===== config.mk =====
export PLATFORM = sky130hd
export DESIGN_NAME = ppk_port_pins
export DESIGN_NICKNAME = d
export VERILOG_FILES = /design/src/ppk_pkg.sv /design/src/ppk_port_pins.sv
export SDC_FILE = /design/constraint.sdc
export NUM_CORES = 1
export LEC_CHECK = 0
export BUFFER_PORTS_ARGS = -buffer_cell sky130_fd_sc_hd__buf_2
export CAP_MARGIN = 20
export CORE_ASPECT_RATIO = 1.25
export CORE_MARGIN = 5
export CORE_UTILIZATION = 35
export CTS_BUF_LIST = sky130_fd_sc_hd__clkbuf_4 sky130_fd_sc_hd__clkbuf_8
export CTS_CLUSTER_DIAMETER = 120
export CTS_CLUSTER_SIZE = 14
export DETAILED_ROUTE_END_ITERATION = 8
export GPL_TIMING_DRIVEN = 0
export SYNTH_ARGS = -nofsm -noshare
export SYNTH_HDL_FRONTEND = slang
export SYNTH_SLANG_ARGS = --single-unit

===== constraint.sdc =====
create_clock -name pclk -period 3.4 [get_ports pclk]
set_input_delay 0.34 -clock pclk [delete_from_list [all_inputs] [get_ports pclk]]
set_output_delay 0.34 -clock pclk [all_outputs]
set_load 0.01 [all_outputs]

===== src/ppk_pkg.sv =====
// Purpose: Shared constants, register map and types for the port pin and keypad wake block.
// Assumes: 18 pins: port 0 is index 0..7, port 1 is 8..15, port 2 is 16..17.
// Notes:   Register offsets are byte addresses of aligned 32-bit words on APB.
package ppk_pkg;

  // ----------------------------------------------------------------
  // Pin geometry
  // ----------------------------------------------------------------
  localparam int NPINS       = 18;
  localparam int P1_BASE     = 8;
  localparam int P2_BASE     = 16;
  localparam int PIN_FOD_A   = 10;
  localparam int PIN_FOD_B   = 11;
  localparam int PIN_RST_IN  = 13;
  localparam int PIN_OSC_OUT = 16;
  localparam int PIN_OSC_IN  = 17;

  // ----------------------------------------------------------------
  // Register map
  // ----------------------------------------------------------------
  localparam logic [11:0] ADDR_P0_LATCH  = 12'h000;
  localparam logic [11:0] ADDR_P1_LATCH  = 12'h004;
  localparam logic [11:0] ADDR_P2_LATCH  = 12'h008;
  localparam logic [11:0] ADDR_P0_MODE_L = 12'h00c;
  localparam logic [11:0] ADDR_P0_MODE_H = 12'h010;
  localparam logic [11:0] ADDR_P1_MODE_L = 12'h014;
  localparam logic [11:0] ADDR_P1_MODE_H = 12'h018;
  localparam logic [11:0] ADDR_P2_MODE1  = 12'h01c;
  localparam logic [11:0] ADDR_P2_MODE_H = 12'h020;
  localparam logic [11:0] ADDR_KBD_EN    = 12'h024;
  localparam logic [11:0] ADDR_AUX_CTRL  = 12'h028;
  localparam logic [11:0] ADDR_CPU_DIV   = 12'h02c;
  localparam logic [11:0] ADDR_PIN_STAT  = 12'h030;

  // ----------------------------------------------------------------
  // Field positions
  // ----------------------------------------------------------------
  localparam int AUX_KIE_BIT    = 0;
  localparam int AUX_KBF_BIT    = 1;
  localparam int PORT2_MODE_REG_ONE_TOG0_BIT  = 2;
  localparam int PORT2_MODE_REG_ONE_TOG1_BIT  = 3;
  localparam int PORT2_MODE_REG_ONE_SCH0_BIT  = 4;
  localparam int PORT2_MODE_REG_ONE_SCH1_BIT  = 5;
  localparam int PORT2_MODE_REG_ONE_SCH2_BIT  = 6;
  localparam int PORT2_MODE_REG_ONE_CLKEN_BIT = 7;

  // ----------------------------------------------------------------
  // Reset values and timing counts
  // ----------------------------------------------------------------
  localparam logic [7:0]       MODE_RST  = 8'h00;
  localparam logic [7:0]       PORT2_MODE_REG_ONE_RST  = 8'h00;
  localparam logic [7:0]       KBI_RST   = 8'h00;
  localparam logic [7:0]       CPU_CLOCK_DIVIDER_RST  = 8'h00;
  localparam logic [NPINS-1:0] LATCH_RST = 18'h3ffff;
  localparam logic [1:0]       QB_STRONG_TICKS = 2'h2;
  localparam int               CLKOUT_DIV      = 6;
  localparam logic [1:0]       CLKOUT_HALF_M1  = 2'(CLKOUT_DIV / 2 - 1);

  // ----------------------------------------------------------------
  // Types
  // ----------------------------------------------------------------
  typedef enum logic [2:0] {
    OSC_XTAL_LOW  = 3'h0,
    OSC_XTAL_MED  = 3'h1,
    OSC_XTAL_HIGH = 3'h3,
    OSC_RC        = 3'h2,
    OSC_EXT       = 3'h6
  } ppk_osc_t;

  typedef enum logic [1:0] {
    MODE_QUASI = 2'h0,
    MODE_PP    = 2'h1,
    MODE_INPUT = 2'h2,
    MODE_OD    = 2'h3
  } ppk_mode_t;

  typedef struct packed {
    ppk_osc_t osc_type;
    logic     port_reset_level_select;
    logic     internal_reset;
  } ppk_cfg_t;

  typedef struct packed {
    logic [NPINS-1:0] pull_down;
    logic [NPINS-1:0] strong_up;
    logic [NPINS-1:0] weak_up;
    logic [NPINS-1:0] very_weak_up;
  } ppk_drv_t;

  localparam ppk_cfg_t CFG_RST = '{osc_type: OSC_RC, port_reset_level_select: 1'b1,
                                   internal_reset: 1'b0};

  function automatic logic ppk_is_xtal(input ppk_osc_t osc);
    return (osc == OSC_XTAL_LOW) || (osc == OSC_XTAL_MED) || (osc == OSC_XTAL_HIGH);
  endfunction

endpackage


===== src/ppk_port_pins.sv =====
// Purpose: Port pin drivers, input enables, keypad wake flag and divided clock output.
// Assumes: pclk is the oscillator clock; pin_in arrives asynchronously from the pads.
// Notes:   Oscillator type and reset level are straps sampled once after reset release.
//
// Functional notes
// - Open drain: no pull-ups; pull-down only while latch holds zero.
// - Push-pull: strong pull-up stays on while latch holds one.
// - Two fixed port 1 pins are always open drain; latch one makes input.
// - Reset-shared pin is input only, enabled only with internal reset.
// - Crystal oscillator options disable both oscillator-shared port 2 pins.
// - Latches reset to the strap level; reset-high pins sit in quasi mode.
// - Port 2 mode register spare bits: Schmitt, timer toggle and clock-out enables.
// - One Schmitt select per port; fixed and reset-shared pins always Schmitt.
// - Each port 0 pin has its own keypad wake enable bit.
// - Any enabled port 0 pin low sets the keypad flag; interrupt if enabled.
// - Keypad flag is cleared only by software.
// - Keypad interrupt wakes the processor from Idle and Power Down.
// - Clock output only with RC oscillator or external clock input.
// - Enabled clock output runs while the oscillator runs, Idle included.
// - Clock output frequency is one sixth of the CPU clock.
// - External clock enters on input pin; output pin stays a port pin unless the clock output runs.
// - CPU clock divider register slows the CPU clock.
// - Oscillator type comes from nonvolatile configuration, not a register.
// - Two mode bits per pin: quasi, push-pull, input only, open drain.
// - Quasi mode: latch rise turns strong pull-up on for two CPU clocks.
// - Quasi-bidirectional is the default mode of every configurable pin.
module ppk_port_pins (
  // Clock and reset
  input  logic                pclk,
  input  logic                presetn,
  // APB slave
  input  logic                psel,
  input  logic                penable,
  input  logic                pwrite,
  input  logic [11:0]         paddr,
  input  logic [31:0]         pwdata,
  output logic [31:0]         prdata,
  output logic                pready,
  output logic                pslverr,
  // Nonvolatile configuration
  input  ppk_pkg::ppk_cfg_t   user_config_word,
  // Power state
  input  logic                idle_mode,
  input  logic                power_down,
  // Pads
  input  logic [17:0]         pin_in,
  output ppk_pkg::ppk_drv_t   pad_drv,
  output logic [17:0]         pad_in_en,
  output logic [17:0]         pad_schmitt,
  // Clocks out
  output logic                cpu_clk_tick,
  output logic                clock_output_pin,
  output logic                clock_output_oe,
  // Side controls
  output logic                t0_toggle_en,
  output logic                t1_toggle_en,
  output logic                keypad_irq,
  output logic                wake_req
);
  import ppk_pkg::*;

  // ----------------------------------------------------------------
  // Pad input synchronisers and strap capture
  // ----------------------------------------------------------------
  logic [NPINS-1:0] pin_meta_ff;
  logic [NPINS-1:0] pin_sync_ff;
  logic             cfg_loaded_ff;
  ppk_cfg_t         cfg_ff;

  always_ff @(posedge pclk or negedge presetn) begin
    if (!presetn) begin
      pin_meta_ff <= '1;
      pin_sync_ff <= '1;
    end else begin
      pin_meta_ff <= pin_in;
      pin_sync_ff <= pin_meta_ff;
    end
  end

  // The strap is taken on the first edge after release, never under the reset itself.
  always_ff @(posedge pclk or negedge presetn) begin
    if (!presetn) begin
      cfg_loaded_ff <= 1'b0;
      cfg_ff        <= CFG_RST;
    end else if (!cfg_loaded_ff) begin
      cfg_loaded_ff <= 1'b1;
      cfg_ff        <= user_config_word;
    end
  end

  wire xtal_w = ppk_is_xtal(cfg_ff.osc_type);
  wire ext_w  = (cfg_ff.osc_type == OSC_EXT);
  wire rc_w   = (cfg_ff.osc_type == OSC_RC);

  // ----------------------------------------------------------------
  // APB decode
  // ----------------------------------------------------------------
  function automatic logic addr_hit(input logic [11:0] a, input logic [11:0] off);
    return a == off;
  endfunction

  logic        pready_ff;
  logic        pslverr_ff;
  logic [31:0] prdata_ff;

  wire setup_w  = psel & ~penable;
  wire wr_w     = psel & penable & pready_ff & pwrite;
  wire hit_l0   = addr_hit(paddr, ADDR_P0_LATCH);
  wire hit_l1   = addr_hit(paddr, ADDR_P1_LATCH);
  wire hit_l2   = addr_hit(paddr, ADDR_P2_LATCH);
  wire hit_m0l  = addr_hit(paddr, ADDR_P0_MODE_L);
  wire hit_m0h  = addr_hit(paddr, ADDR_P0_MODE_H);
  wire hit_m1l  = addr_hit(paddr, ADDR_P1_MODE_L);
  wire hit_m1h  = addr_hit(paddr, ADDR_P1_MODE_H);
  wire hit_port2_mode_reg_one = addr_hit(paddr, ADDR_P2_MODE1);
  wire hit_m2h  = addr_hit(paddr, ADDR_P2_MODE_H);
  wire hit_kbi  = addr_hit(paddr, ADDR_KBD_EN);
  wire hit_aux  = addr_hit(paddr, ADDR_AUX_CTRL);
  wire hit_div  = addr_hit(paddr, ADDR_CPU_DIV);
  wire hit_stat = addr_hit(paddr, ADDR_PIN_STAT);
  wire mapped_w = hit_l0 | hit_l1 | hit_l2 | hit_m0l | hit_m0h | hit_m1l | hit_m1h |
                  hit_port2_mode_reg_one | hit_m2h | hit_kbi | hit_aux | hit_div | hit_stat;

  // ----------------------------------------------------------------
  // Software registers
  // ----------------------------------------------------------------
  logic [NPINS-1:0] latch_ff;
  logic [NPINS-1:0] latch_prev_ff;
  logic [7:0]       m1_p0_ff;
  logic [7:0]       m2_p0_ff;
  logic [7:0]       m1_p1_ff;
  logic [7:0]       m2_p1_ff;
  logic [7:0]       port2_mode_reg_one_ff;
  logic [1:0]       p2m2_ff;
  logic [7:0]       kbi_ff;
  logic             kie_ff;
  logic             kbf_ff;
  logic [7:0]       cpu_clock_divider_ff;
  logic [NPINS-1:0] nxt_latch;
  logic             nxt_kbf;

  // On the edge that lands the strap, every latch takes the selected reset level.
  assign nxt_latch = !cfg_loaded_ff ? {NPINS{user_config_word.port_reset_level_select}} :
                     {(wr_w & hit_l2) ? pwdata[1:0] : latch_ff[17:16],
                      (wr_w & hit_l1) ? pwdata[7:0] : latch_ff[15:8],
                      (wr_w & hit_l0) ? pwdata[7:0] : latch_ff[7:0]};

  // Mode registers reset to all zero, which is the quasi-bidirectional code.
  always_ff @(posedge pclk or negedge presetn) begin
    if (!presetn) begin
      latch_ff      <= LATCH_RST;
      latch_prev_ff <= LATCH_RST;
      m1_p0_ff      <= MODE_RST;
      m2_p0_ff      <= MODE_RST;
      m1_p1_ff      <= MODE_RST;
      m2_p1_ff      <= MODE_RST;
      port2_mode_reg_one_ff       <= PORT2_MODE_REG_ONE_RST;
      p2m2_ff       <= MODE_RST[1:0];
      kbi_ff        <= KBI_RST;
      kie_ff        <= 1'b0;
      cpu_clock_divider_ff       <= CPU_CLOCK_DIVIDER_RST;
    end else begin
      latch_ff      <= nxt_latch;
      latch_prev_ff <= latch_ff;
      if (wr_w & hit_m0l) m1_p0_ff <= pwdata[7:0];
      if (wr_w & hit_m0h) m2_p0_ff <= pwdata[7:0];
      if (wr_w & hit_m1l) m1_p1_ff <= pwdata[7:0];
      if (wr_w & hit_m1h) m2_p1_ff <= pwdata[7:0];
      if (wr_w & hit_port2_mode_reg_one) port2_mode_reg_one_ff <= pwdata[7:0];
      if (wr_w & hit_m2h) p2m2_ff <= pwdata[1:0];
      if (wr_w & hit_kbi) kbi_ff <= pwdata[7:0];
      if (wr_w & hit_aux) kie_ff <= pwdata[AUX_KIE_BIT];
      if (wr_w & hit_div) cpu_clock_divider_ff <= pwdata[7:0];
    end
  end

  // ----------------------------------------------------------------
  // Keypad wake
  // ----------------------------------------------------------------
  // Detection needs pclk; a design that gates pclk in Power Down must keep it for this block.
  wire kbd_hit_w = |(kbi_ff & ~pin_sync_ff[7:0]);
  wire kbf_clr_w = wr_w & hit_aux & ~pwdata[AUX_KBF_BIT];

  // A new hit in the clearing cycle keeps the flag set.
  assign nxt_kbf = kbd_hit_w | (kbf_ff & ~kbf_clr_w);

  always_ff @(posedge pclk or negedge presetn) begin
    if (!presetn) begin
      kbf_ff <= 1'b0;
    end else begin
      kbf_ff <= nxt_kbf;
    end
  end

  // ----------------------------------------------------------------
  // CPU clock divider and clock output
  // ----------------------------------------------------------------
  logic [8:0] div_cnt_ff;
  logic [8:0] nxt_div_cnt;
  logic [1:0] co_cnt_ff;
  logic       co_lvl_ff;
  logic       co_oe_ff;
  logic       tick_ff;

  // Divide by 2*(N+1) for N > 0, so the last count is 2N+1.
  wire [8:0] div_last_w = (cpu_clock_divider_ff == 8'h00) ? 9'h000 : {cpu_clock_divider_ff, 1'b1};
  wire       tick_w     = ~power_down & (div_cnt_ff == div_last_w);
  wire       co_run_w   = port2_mode_reg_one_ff[PORT2_MODE_REG_ONE_CLKEN_BIT] & (rc_w | ext_w) & ~power_down;

  assign nxt_div_cnt = power_down ? div_cnt_ff :
                       (div_cnt_ff >= div_last_w) ? 9'h000 : 9'(div_cnt_ff + 9'h001);

  always_ff @(posedge pclk or negedge presetn) begin
    if (!presetn) begin
      div_cnt_ff <= 9'h000;
      tick_ff    <= 1'b0;
    end else begin
      div_cnt_ff <= nxt_div_cnt;
      tick_ff    <= tick_w;
    end
  end

  // The level flips every third CPU clock, giving one sixth of the CPU rate.
  always_ff @(posedge pclk or negedge presetn) begin
    if (!presetn) begin
      co_cnt_ff <= 2'h0;
      co_lvl_ff <= 1'b0;
      co_oe_ff  <= 1'b0;
    end else begin
      co_oe_ff <= co_run_w;
      if (!co_run_w) begin
        co_cnt_ff <= 2'h0;
        co_lvl_ff <= 1'b0;
      end else if (tick_w && co_cnt_ff == CLKOUT_HALF_M1) begin
        co_cnt_ff <= 2'h0;
        co_lvl_ff <= ~co_lvl_ff;
      end else if (tick_w) begin
        co_cnt_ff <= 2'(co_cnt_ff + 2'h1);
      end
    end
  end

  // ----------------------------------------------------------------
  // Per-pin drivers
  // ----------------------------------------------------------------
  wire [NPINS-1:0] mode_lo_w = {port2_mode_reg_one_ff[1:0], m1_p1_ff, m1_p0_ff};
  wire [NPINS-1:0] mode_hi_w = {p2m2_ff, m2_p1_ff, m2_p0_ff};

  logic [NPINS-1:0] dis_w;
  logic [NPINS-1:0] in_en_w;
  logic [NPINS-1:0] od_w;
  logic [NPINS-1:0] pp_on_w;
  logic [NPINS-1:0] rise_w;
  ppk_drv_t         nxt_drv;
  logic [NPINS-1:0] nxt_sch;
  ppk_drv_t         pad_drv_ff;
  logic [NPINS-1:0] pad_in_en_ff;
  logic [NPINS-1:0] pad_schmitt_ff;

  function automatic ppk_mode_t eff_mode(input int idx, input logic lo, input logic hi);
    if (idx == PIN_FOD_A || idx == PIN_FOD_B) begin
      return MODE_OD;
    end else if (idx == PIN_RST_IN) begin
      return MODE_INPUT;
    end
    return ppk_mode_t'({lo, hi});
  endfunction

  function automatic logic port_sch(input int idx, input logic [7:0] port2_mode_reg_one);
    if (idx == PIN_FOD_A || idx == PIN_FOD_B || idx == PIN_RST_IN) begin
      return 1'b1;
    end else if (idx < P1_BASE) begin
      return port2_mode_reg_one[PORT2_MODE_REG_ONE_SCH0_BIT];
    end else if (idx < P2_BASE) begin
      return port2_mode_reg_one[PORT2_MODE_REG_ONE_SCH1_BIT];
    end
    return port2_mode_reg_one[PORT2_MODE_REG_ONE_SCH2_BIT];
  endfunction

  for (genvar i = 0; i < NPINS; i++) begin : g_pin
    logic [1:0] cnt_ff;
    ppk_mode_t  mode_w;

    assign mode_w = eff_mode(i, mode_lo_w[i], mode_hi_w[i]);
    // Crystal modes take both port 2 pins; an external clock takes the input pin and
    // a running clock output owns the output pin.
    assign dis_w[i] = (i >= P2_BASE && xtal_w) | (i == PIN_OSC_IN && ext_w) |
                      (i == PIN_OSC_OUT && co_run_w);
    assign in_en_w[i] = ~dis_w[i] & ((i != PIN_RST_IN) | cfg_ff.internal_reset);
    assign od_w[i]    = (mode_w == MODE_OD);
    assign pp_on_w[i] = (mode_w == MODE_PP) & latch_ff[i] & ~dis_w[i];
    assign rise_w[i]  = latch_ff[i] & ~latch_prev_ff[i] & (mode_w == MODE_QUASI) & ~dis_w[i];

    // The pulse is counted in CPU clocks, so it stretches with the divider.
    always_ff @(posedge pclk or negedge presetn) begin
      if (!presetn) begin
        cnt_ff <= 2'h0;
      end else if (rise_w[i]) begin
        cnt_ff <= QB_STRONG_TICKS;
      end else if (tick_w && cnt_ff != 2'h0) begin
        cnt_ff <= 2'(cnt_ff - 2'h1);
      end
    end

    // All output modes share one pull-down; input-only never pulls down.
    assign nxt_drv.pull_down[i] = ~dis_w[i] & ~latch_ff[i] & (mode_w != MODE_INPUT);
    assign nxt_drv.strong_up[i] = ~dis_w[i] & latch_ff[i] &
                                  ((mode_w == MODE_PP) |
                                   ((mode_w == MODE_QUASI) & (cnt_ff != 2'h0)));
    assign nxt_drv.weak_up[i]   = ~dis_w[i] & latch_ff[i] & (mode_w == MODE_QUASI) &
                                  pin_sync_ff[i];
    assign nxt_drv.very_weak_up[i] = ~dis_w[i] & latch_ff[i] & (mode_w == MODE_QUASI);
    assign nxt_sch[i] = port_sch(i, port2_mode_reg_one_ff);
  end

  // ----------------------------------------------------------------
  // Output registers and APB answer
  // ----------------------------------------------------------------
  wire [31:0] rd_w =
    hit_l0   ? {24'h0, latch_ff[7:0]} :
    hit_l1   ? {24'h0, latch_ff[15:8]} :
    hit_l2   ? {30'h0, latch_ff[17:16]} :
    hit_m0l  ? {24'h0, m1_p0_ff} :
    hit_m0h  ? {24'h0, m2_p0_ff} :
    hit_m1l  ? {24'h0, m1_p1_ff} :
    hit_m1h  ? {24'h0, m2_p1_ff} :
    hit_port2_mode_reg_one ? {24'h0, port2_mode_reg_one_ff} :
    hit_m2h  ? {30'h0, p2m2_ff} :
    hit_kbi  ? {24'h0, kbi_ff} :
    hit_aux  ? {30'h0, kbf_ff, kie_ff} :
    hit_div  ? {24'h0, cpu_clock_divider_ff} :
    hit_stat ? {14'h0, pin_sync_ff & in_en_w} : 32'h0;

  logic t0_ff;
  logic t1_ff;
  logic irq_ff;
  logic wake_ff;

  always_ff @(posedge pclk or negedge presetn) begin
    if (!presetn) begin
      pready_ff      <= 1'b0;
      pslverr_ff     <= 1'b0;
      prdata_ff      <= 32'h0;
      pad_drv_ff     <= '0;
      pad_in_en_ff   <= '0;
      pad_schmitt_ff <= '0;
      t0_ff          <= 1'b0;
      t1_ff          <= 1'b0;
      irq_ff         <= 1'b0;
      wake_ff        <= 1'b0;
    end else begin
      pready_ff      <= setup_w;
      pslverr_ff     <= setup_w & ~mapped_w;
      prdata_ff      <= (setup_w & ~pwrite) ? rd_w : 32'h0;
      pad_drv_ff     <= nxt_drv;
      pad_in_en_ff   <= in_en_w;
      pad_schmitt_ff <= nxt_sch;
      t0_ff          <= port2_mode_reg_one_ff[PORT2_MODE_REG_ONE_TOG0_BIT];
      t1_ff          <= port2_mode_reg_one_ff[PORT2_MODE_REG_ONE_TOG1_BIT];
      irq_ff         <= kbf_ff & kie_ff;
      wake_ff        <= kbf_ff & kie_ff & (idle_mode | power_down);
    end
  end

  assign prdata           = prdata_ff;
  assign pready           = pready_ff;
  assign pslverr          = pslverr_ff;
  assign pad_drv          = pad_drv_ff;
  assign pad_in_en        = pad_in_en_ff;
  assign pad_schmitt      = pad_schmitt_ff;
  assign cpu_clk_tick     = tick_ff;
  assign clock_output_pin = co_lvl_ff;
  assign clock_output_oe  = co_oe_ff;
  assign t0_toggle_en     = t0_ff;
  assign t1_toggle_en     = t1_ff;
  assign keypad_irq       = irq_ff;
  assign wake_req         = wake_ff;

  wire cpu_clock_divider_zero_w = (cpu_clock_divider_ff == 8'h00);
endmodule


### Word level (Yosys, flattened, before mapping)

Index checks and enable logic that the tools add are counted.

| storage, ports and cells | value |
|---|---|
| register bits after elaboration | 316 |
| input port bits | 74 |

| cells by class | value |
|---|---|
| add/sub/neg operators | 17 |
| order comparisons | 1 |
| eq/ne operators | 53 |
| muxes and demuxes | 55 |
| bitwise logic cells | 212 |
| reduce and logical (&&, ||, !) cells | 67 |

Operators by type and width:

| kind | count |
|---|---|
| 32-bit 2-to-1 mux | 13 |
| 1-bit bitwise AND | 136 |
| 2-bit 2-to-1 mux | 34 |
| 12-bit by 6-bit == test with 1-bit output (second input constant) | 5 |
| 2-bit nonzero test | 30 |
| 12-bit by 5-bit == test with 1-bit output (second input constant) | 4 |
| 1-bit NOT | 41 |
| 18-bit 2-to-1 mux | 2 |
| 1-bit bitwise OR | 32 |
| 2-bit by 1-bit == test with 1-bit output (second input constant) | 15 |
| 2-bit zero test | 15 |
| 2-bit != test (second input constant) | 15 |
| 2-bit by 1-bit subtractor with 2-bit output (second input constant) | 15 |
| 12-bit by 4-bit == test with 1-bit output (second input constant) | 2 |
| 18-bit bitwise AND | 1 |
| 9-bit 2-to-1 mux | 2 |
| 1-bit logical AND | 16 |
| 8-bit 2-to-1 mux | 2 |
| 12-bit by 3-bit == test with 1-bit output (second input constant) | 1 |
| 12-bit zero test | 1 |
| 9-bit by 1-bit adder with 9-bit output (second input constant) | 1 |
| 9-bit == test | 1 |
| 9-bit >= comparator | 1 |
| 8-bit bitwise AND | 1 |
| 13 further kinds | 19 |

### Logic depth before layout (Yosys ltp)

| depth | value |
|---|---|
| depth in word-level cells | 21 |
| gate-level depth with buffers | 11 |
| gate-level depth less buffers | 8 |

### Worst setup path after synthesis

Ideal clock, no wire load.

| timing | value |
|---|---|
| path type | reg2reg |
| from | reg cpu_clock_divider_ff[4] |
| to | reg g_pin[6].cnt_ff[1] |
| arrival time | 2334 ps |
| slack | 921 ps |
| cell stages (with the launch flop) | 11 |
| period minus slack after synthesis | 2479 ps |
| path through | dfrtp_1 -> nor4_1 -> nand2_1 -> ha_1 -> nand4_1 -> or4_1 -> clkbuf_1 -> clkbuf_1 -> clkbuf_1 -> o21ai_0 -> o311ai_0 |

| between the ends | value |
|---|---|
| longest elaborated chain between the ends | 6 |

Ends and longest elaborated chain:

| element | RTL line | RTL |
|---|---|---|
| start: declaration | ppk_port_pins.sv:138 | `logic [7:0] cpu_clock_divider_ff;` |
| start signal: assignment | ppk_port_pins.sv:173 | `if (wr_w & hit_div) cpu_clock_divider_ff <= pwdata[7:0];` |
| 8-bit zero test | -- |  |
| 9-bit 2-to-1 mux * | ppk_port_pins.sv:206 | `wire [8:0] div_last_w = (cpu_clock_divider_ff == 8'h00) ? 9'h000 : {cpu_clock_divider_ff, 1'b1};` |
| 9-bit == test * | ppk_port_pins.sv:207 | `wire tick_w = ~power_down & (div_cnt_ff == div_last_w);` |
| 1-bit bitwise AND * | ppk_port_pins.sv:207 |  |
| 1-bit logical AND * | ppk_port_pins.sv:300 | `end else if (tick_w && cnt_ff != 2'h0) begin` |
| 2-bit nonzero test (no line) * | -- |  |
| end signal: assignment | ppk_port_pins.sv:301 | `cnt_ff <= 2'(cnt_ff - 2'h1);` |
| end: declaration | ppk_port_pins.sv:281 | `logic [1:0] cnt_ff;` |

Mark *: on every way between the ends. The rest lies on a longest branch, timed or not.
A chain may end at the register's enable or synchronous reset.

### Worst setup path after layout

Same ends and word-level chain as after synthesis.

==> flow_metrics.tcl <==
set metrics [dict create \
    timing_max_transition_violations_final 0 \
    max-vdd-ir-drop_mv 0.2926 \
    maxSlewHeadroom 0.3504 \
    finish.net_count 1369 \
    initial_core_util 0.3527 \
    dpl.hpwl_um 22690 \
    timing.reg2reg.setup_slack_ps 350 \
    synth-seq-area-share 0.5971 \
    cts_sinks 270 \
    layout_area_overhead_pct 19.71 \
    ys_types 62 \
    synth-edff-count 0 \
    setup_viol 0 \
    overflow 0 \
    worst_setup_hold_path_clk_slew_ps 100 \
    avgViaCountPerCell 4.805 \
    worstHoldPathCells 3 \
    ys_dominant_reg_cell "sky130_fd_sc_hd__dfrtp_1" \
    fin_area_sq_um 13720 \
    grt_pass1_vias 8384 \
    worst-endpoint-arrival_ps 3470 \
    timing.critical_path.max_delay_family "simple AND/OR/NAND/NOR gates" \
    critPathRequiredTime_ps 3820 \
    globalRouteTotalUtil 0.1684 \
    io_pins 223 \
    netlist_instances 1021 \
    initialDrtViolationCount 626 \
    critical_path_class "reg2reg" \
    core_area_sq_um 32500 \
    core.rowCount 74 \
    place_inst 1639 \
    p_leak_nw 6.719 \
    clock_skew_ps 21.98 \
    placedInstanceArea_sq_um 13020 \
    detail-route-antenna-nets 0 \
    start_kind "flip-flop" \
    critical_path_slowest_stage_cell "sky130_fd_sc_hd__or4_4" \
    tns_ps 0 \
    final_layout_size_suffix_gt1_frac 0.3167 \
    rsz0062_at_grt "false" \
    crit-reg2reg-capture "g_pin[6].cnt_ff[1]$_DFFE_PN0P_" \
    finalHoldViolations 0 \
    final.min_clock_period_ps 3045 \
    maxClockFrequency_mhz 328.4 \
    cp-end-kind "flip-flop" \
    number_of_antenna_violations_at_the_first_check_in_global_routing 3 \
    maxCapViolations 0 \
    cts_setup_buffers 0 \
    utilization 0.4222 \
    critPathBufInv 2 \
    place_congestion 0.9030 \
    drt-total-wl_um 31050 \
    ctsHtreeMaxLevel 1 \
    synth.cell_area_sq_um 11460 \
    post-route-worst-setup-slack_ps 354.5 \
    ys_ff_latch 270 \
    chipHeight_um 212.3 \
    final_min_period_over_clock_period 0.8957 \
    route.vias.total 8193 \
    postSynthAreaPerCell_sq_um 11.23 \
    yosysWarnings 0 \
    hold_path_class "in2reg" \
    pre_cts_slack_ps -175.8 \
    tritoncts_clock_tree "yes" \
    route.detailed.drc 0 \
    floorplan.die.width_um 171.9 \
    min_to "latch_ff[17]$_DFFE_PN1P_" \
    power.density_nw_per_um2 502.3 \
    max_slew.worst_pin.slew_ps 967.0 \
    ctsRootBufferMaster "sky130_fd_sc_hd__clkbuf_8" \
    tritoncts_buffers 23 \
    critical_path.cell_chain "nor4_1 -> nand2_1 -> ha_1 -> nand4_1 -> or4_4 -> clkbuf_2 -> clkbuf_1 -> o21ai_0 -> o311ai_0" \
    largest_net_degree_at_the_start_of_global_routing 126 \
    final_cell_count_no_fill 1705 \
    ctsLongestPathBuffers 3 \
    route.detailed.wl_per_inst_um 18.21 \
    crit-reg2reg-launch "cpu_clock_divider_ff[4]$_DFFE_PN0P_" \
    timing.hold.worst.start "user_config_word[1]" \
    outcome "completed" \
    finalHoldWorstSlack_ps 50.60 \
    port_buffers 174 \
    grt_first_pass_wirelength_um 47720 \
    dieArea_sq_um 36490 \
    firstDrtPassIters 5 \
    clock_latency_ps 570 \
    ys_async_sr_fraction 1.000 \
    total_power_mw 6.892 \
    reg2regPathDepth 9 \
    critPathMaxStageDelay_ps 620 \
    biggest_fanout_along_the_worst_timing_path 10 \
]
==> layout make-up <==
class                           instances  area [sq um]
Fill cell                            3094         18780
Timing Repair Buffer                  202          1191
Clock inverter                          1         11.26
Antenna cell                            2         5.005
Tap cell                              418         523.0
Multi-Input combinational cell        598          3839
Clock buffer                           39         436.7
Sequential cell                       270          6844
Inverter                               87         326.6
Buffer                                 88         545.5
==> cells in the mapped netlist (all sizes together) (4+ instances only) <==
| master | count | share of area |
|---|---|---|
| nand3b | 7 | 0.0046 |
| nor2b | 6 | 0.0033 |
| or3 | 7 | 0.0038 |
| nand3 | 12 | 0.0052 |
| mux2i | 17 | 0.015 |
| nor4b | 5 | 0.0038 |
| inv | 87 | 0.028 |
| nor2 | 65 | 0.021 |
| a22oi | 9 | 0.0059 |
| ha | 25 | 0.027 |
| nor4 | 5 | 0.0027 |
| a21boi | 4 | 0.0026 |
| buf | 66 | 0.040 |
| nand2 | 48 | 0.016 |
| and3 | 12 | 0.0065 |
| and2 | 17 | 0.0093 |
| dfstp | 70 | 0.16 |
| nor3 | 19 | 0.0097 |
| dfrtp | 200 | 0.44 |
| a21oi | 102 | 0.045 |
| nand2b | 21 | 0.011 |
| xnor2 | 16 | 0.012 |
| mux2 | 43 | 0.042 |
| a21o | 20 | 0.013 |
| o22ai | 4 | 0.0022 |
| a31oi | 6 | 0.0033 |
| clkbuf | 23 | 0.0075 |
| o21ai | 60 | 0.027 |
==> worst register-to-register path: cells and delay by family, from the launching register on <==
kind | cells | cell delay (ps)
AND/OR/NAND/NOR | 4 | 1170
buffers and inverters | 2 | 640
flip-flops | 1 | 440
AO/OA/AOI/OAI | 2 | 320
adder cells (fa/ha/maj) | 1 | 310
==> power by group <==
group	total, mW	internal, mW	switching, mW
clock network	1.88	0.815	1.07
registers	3.74	3.58	0.162
logic	1.27	0.581	0.688
==> worst max-delay path by stage <==
stage / from / end / depth (start not counted)
after global routing: cpu_clock_divider_ff[4]$_DFFE_PN0P_ / g_pin[6].cnt_ff[1]$_DFFE_PN0P_ / 9
final: cpu_clock_divider_ff[4]$_DFFE_PN0P_ / g_pin[6].cnt_ff[1]$_DFFE_PN0P_ / 9
after CTS: cpu_clock_divider_ff[4]$_DFFE_PN0P_ / g_pin[6].cnt_ff[1]$_DFFE_PN0P_ / 10
after floorplan: cpu_clock_divider_ff[4]$_DFFE_PN0P_ / g_pin[6].cnt_ff[1]$_DFFE_PN0P_ / 10
after global placement: presetn / prdata[12]$_DFF_PN0_ / 1
after detailed placement: cpu_clock_divider_ff[4]$_DFFE_PN0P_ / co_cnt_ff[0]$_DFFE_PN0P_ / 11
==> sequential cells by signal, summed over array words and instances, names as in the netlist, 9 cells and up <==
register       cells
latch_prev_ff     15
latch_ff          18
div_cnt_ff         9
g_pin.cnt_ff      30
prdata            18
pin_sync_ff       18
pad_drv           62
pin_meta_ff       18
==> routing by layer <==
layer	GRT usage	share of wire	wire length [um]	vias up
li1	-	-	-	3889
met1	0.2212	0.43	13230	4024
met2	0.2912	0.49	15290	224
met3	0.02269	0.054	1667	52
met4	0.04962	0.027	830	4
met5	0	0.00084	26	-
==> placed cells by master (no fill, tap or decap), types with 17 or more instances in the layout <==
cell	Yosys	layout
sky130_fd_sc_hd__clkbuf_8	0	23
sky130_fd_sc_hd__dlygate4sd3_1	0	25
sky130_fd_sc_hd__buf_4	54	54
sky130_fd_sc_hd__buf_2	9	183
sky130_fd_sc_hd__a21o_1	20	20
sky130_fd_sc_hd__ha_1	25	25
sky130_fd_sc_hd__mux2_2	43	43
sky130_fd_sc_hd__o21ai_0	59	59
sky130_fd_sc_hd__clkbuf_1	23	21
sky130_fd_sc_hd__nand2b_1	21	21
sky130_fd_sc_hd__inv_1	87	87
sky130_fd_sc_hd__nand2_1	48	48
sky130_fd_sc_hd__conb_1	2	25
sky130_fd_sc_hd__nor2_1	65	65
sky130_fd_sc_hd__dfstp_2	70	70
sky130_fd_sc_hd__dfrtp_1	200	200
sky130_fd_sc_hd__mux2i_1	17	17
sky130_fd_sc_hd__a21oi_1	102	102
==> timing repair <==
item / in CTS / in global routing
endpoints found under the setup margin: 7 / 16
resized for setup: 1 / 1
endpoints found under the hold margin: 71 / 0
hold buffers: 25 / 0
==> kinds of logic (layout without fill, tap and decap cells) <==
group                    after synthesis  count (layout)  synth area share
XOR/XNOR                              19              19           0.01452
AO/OA/AOI/OAI                        228             228            0.1169
multiplexers                          61              61           0.05905
flip-flops                           270             270            0.5971
other                                  2              27         0.0006552
buffers and inverters                176             417           0.07630
AND/OR/NAND/NOR                      240             240            0.1082
adder cells (fa/ha/maj)               25              25           0.02729
Note: power is estimated with default switching activity, not from simulation.
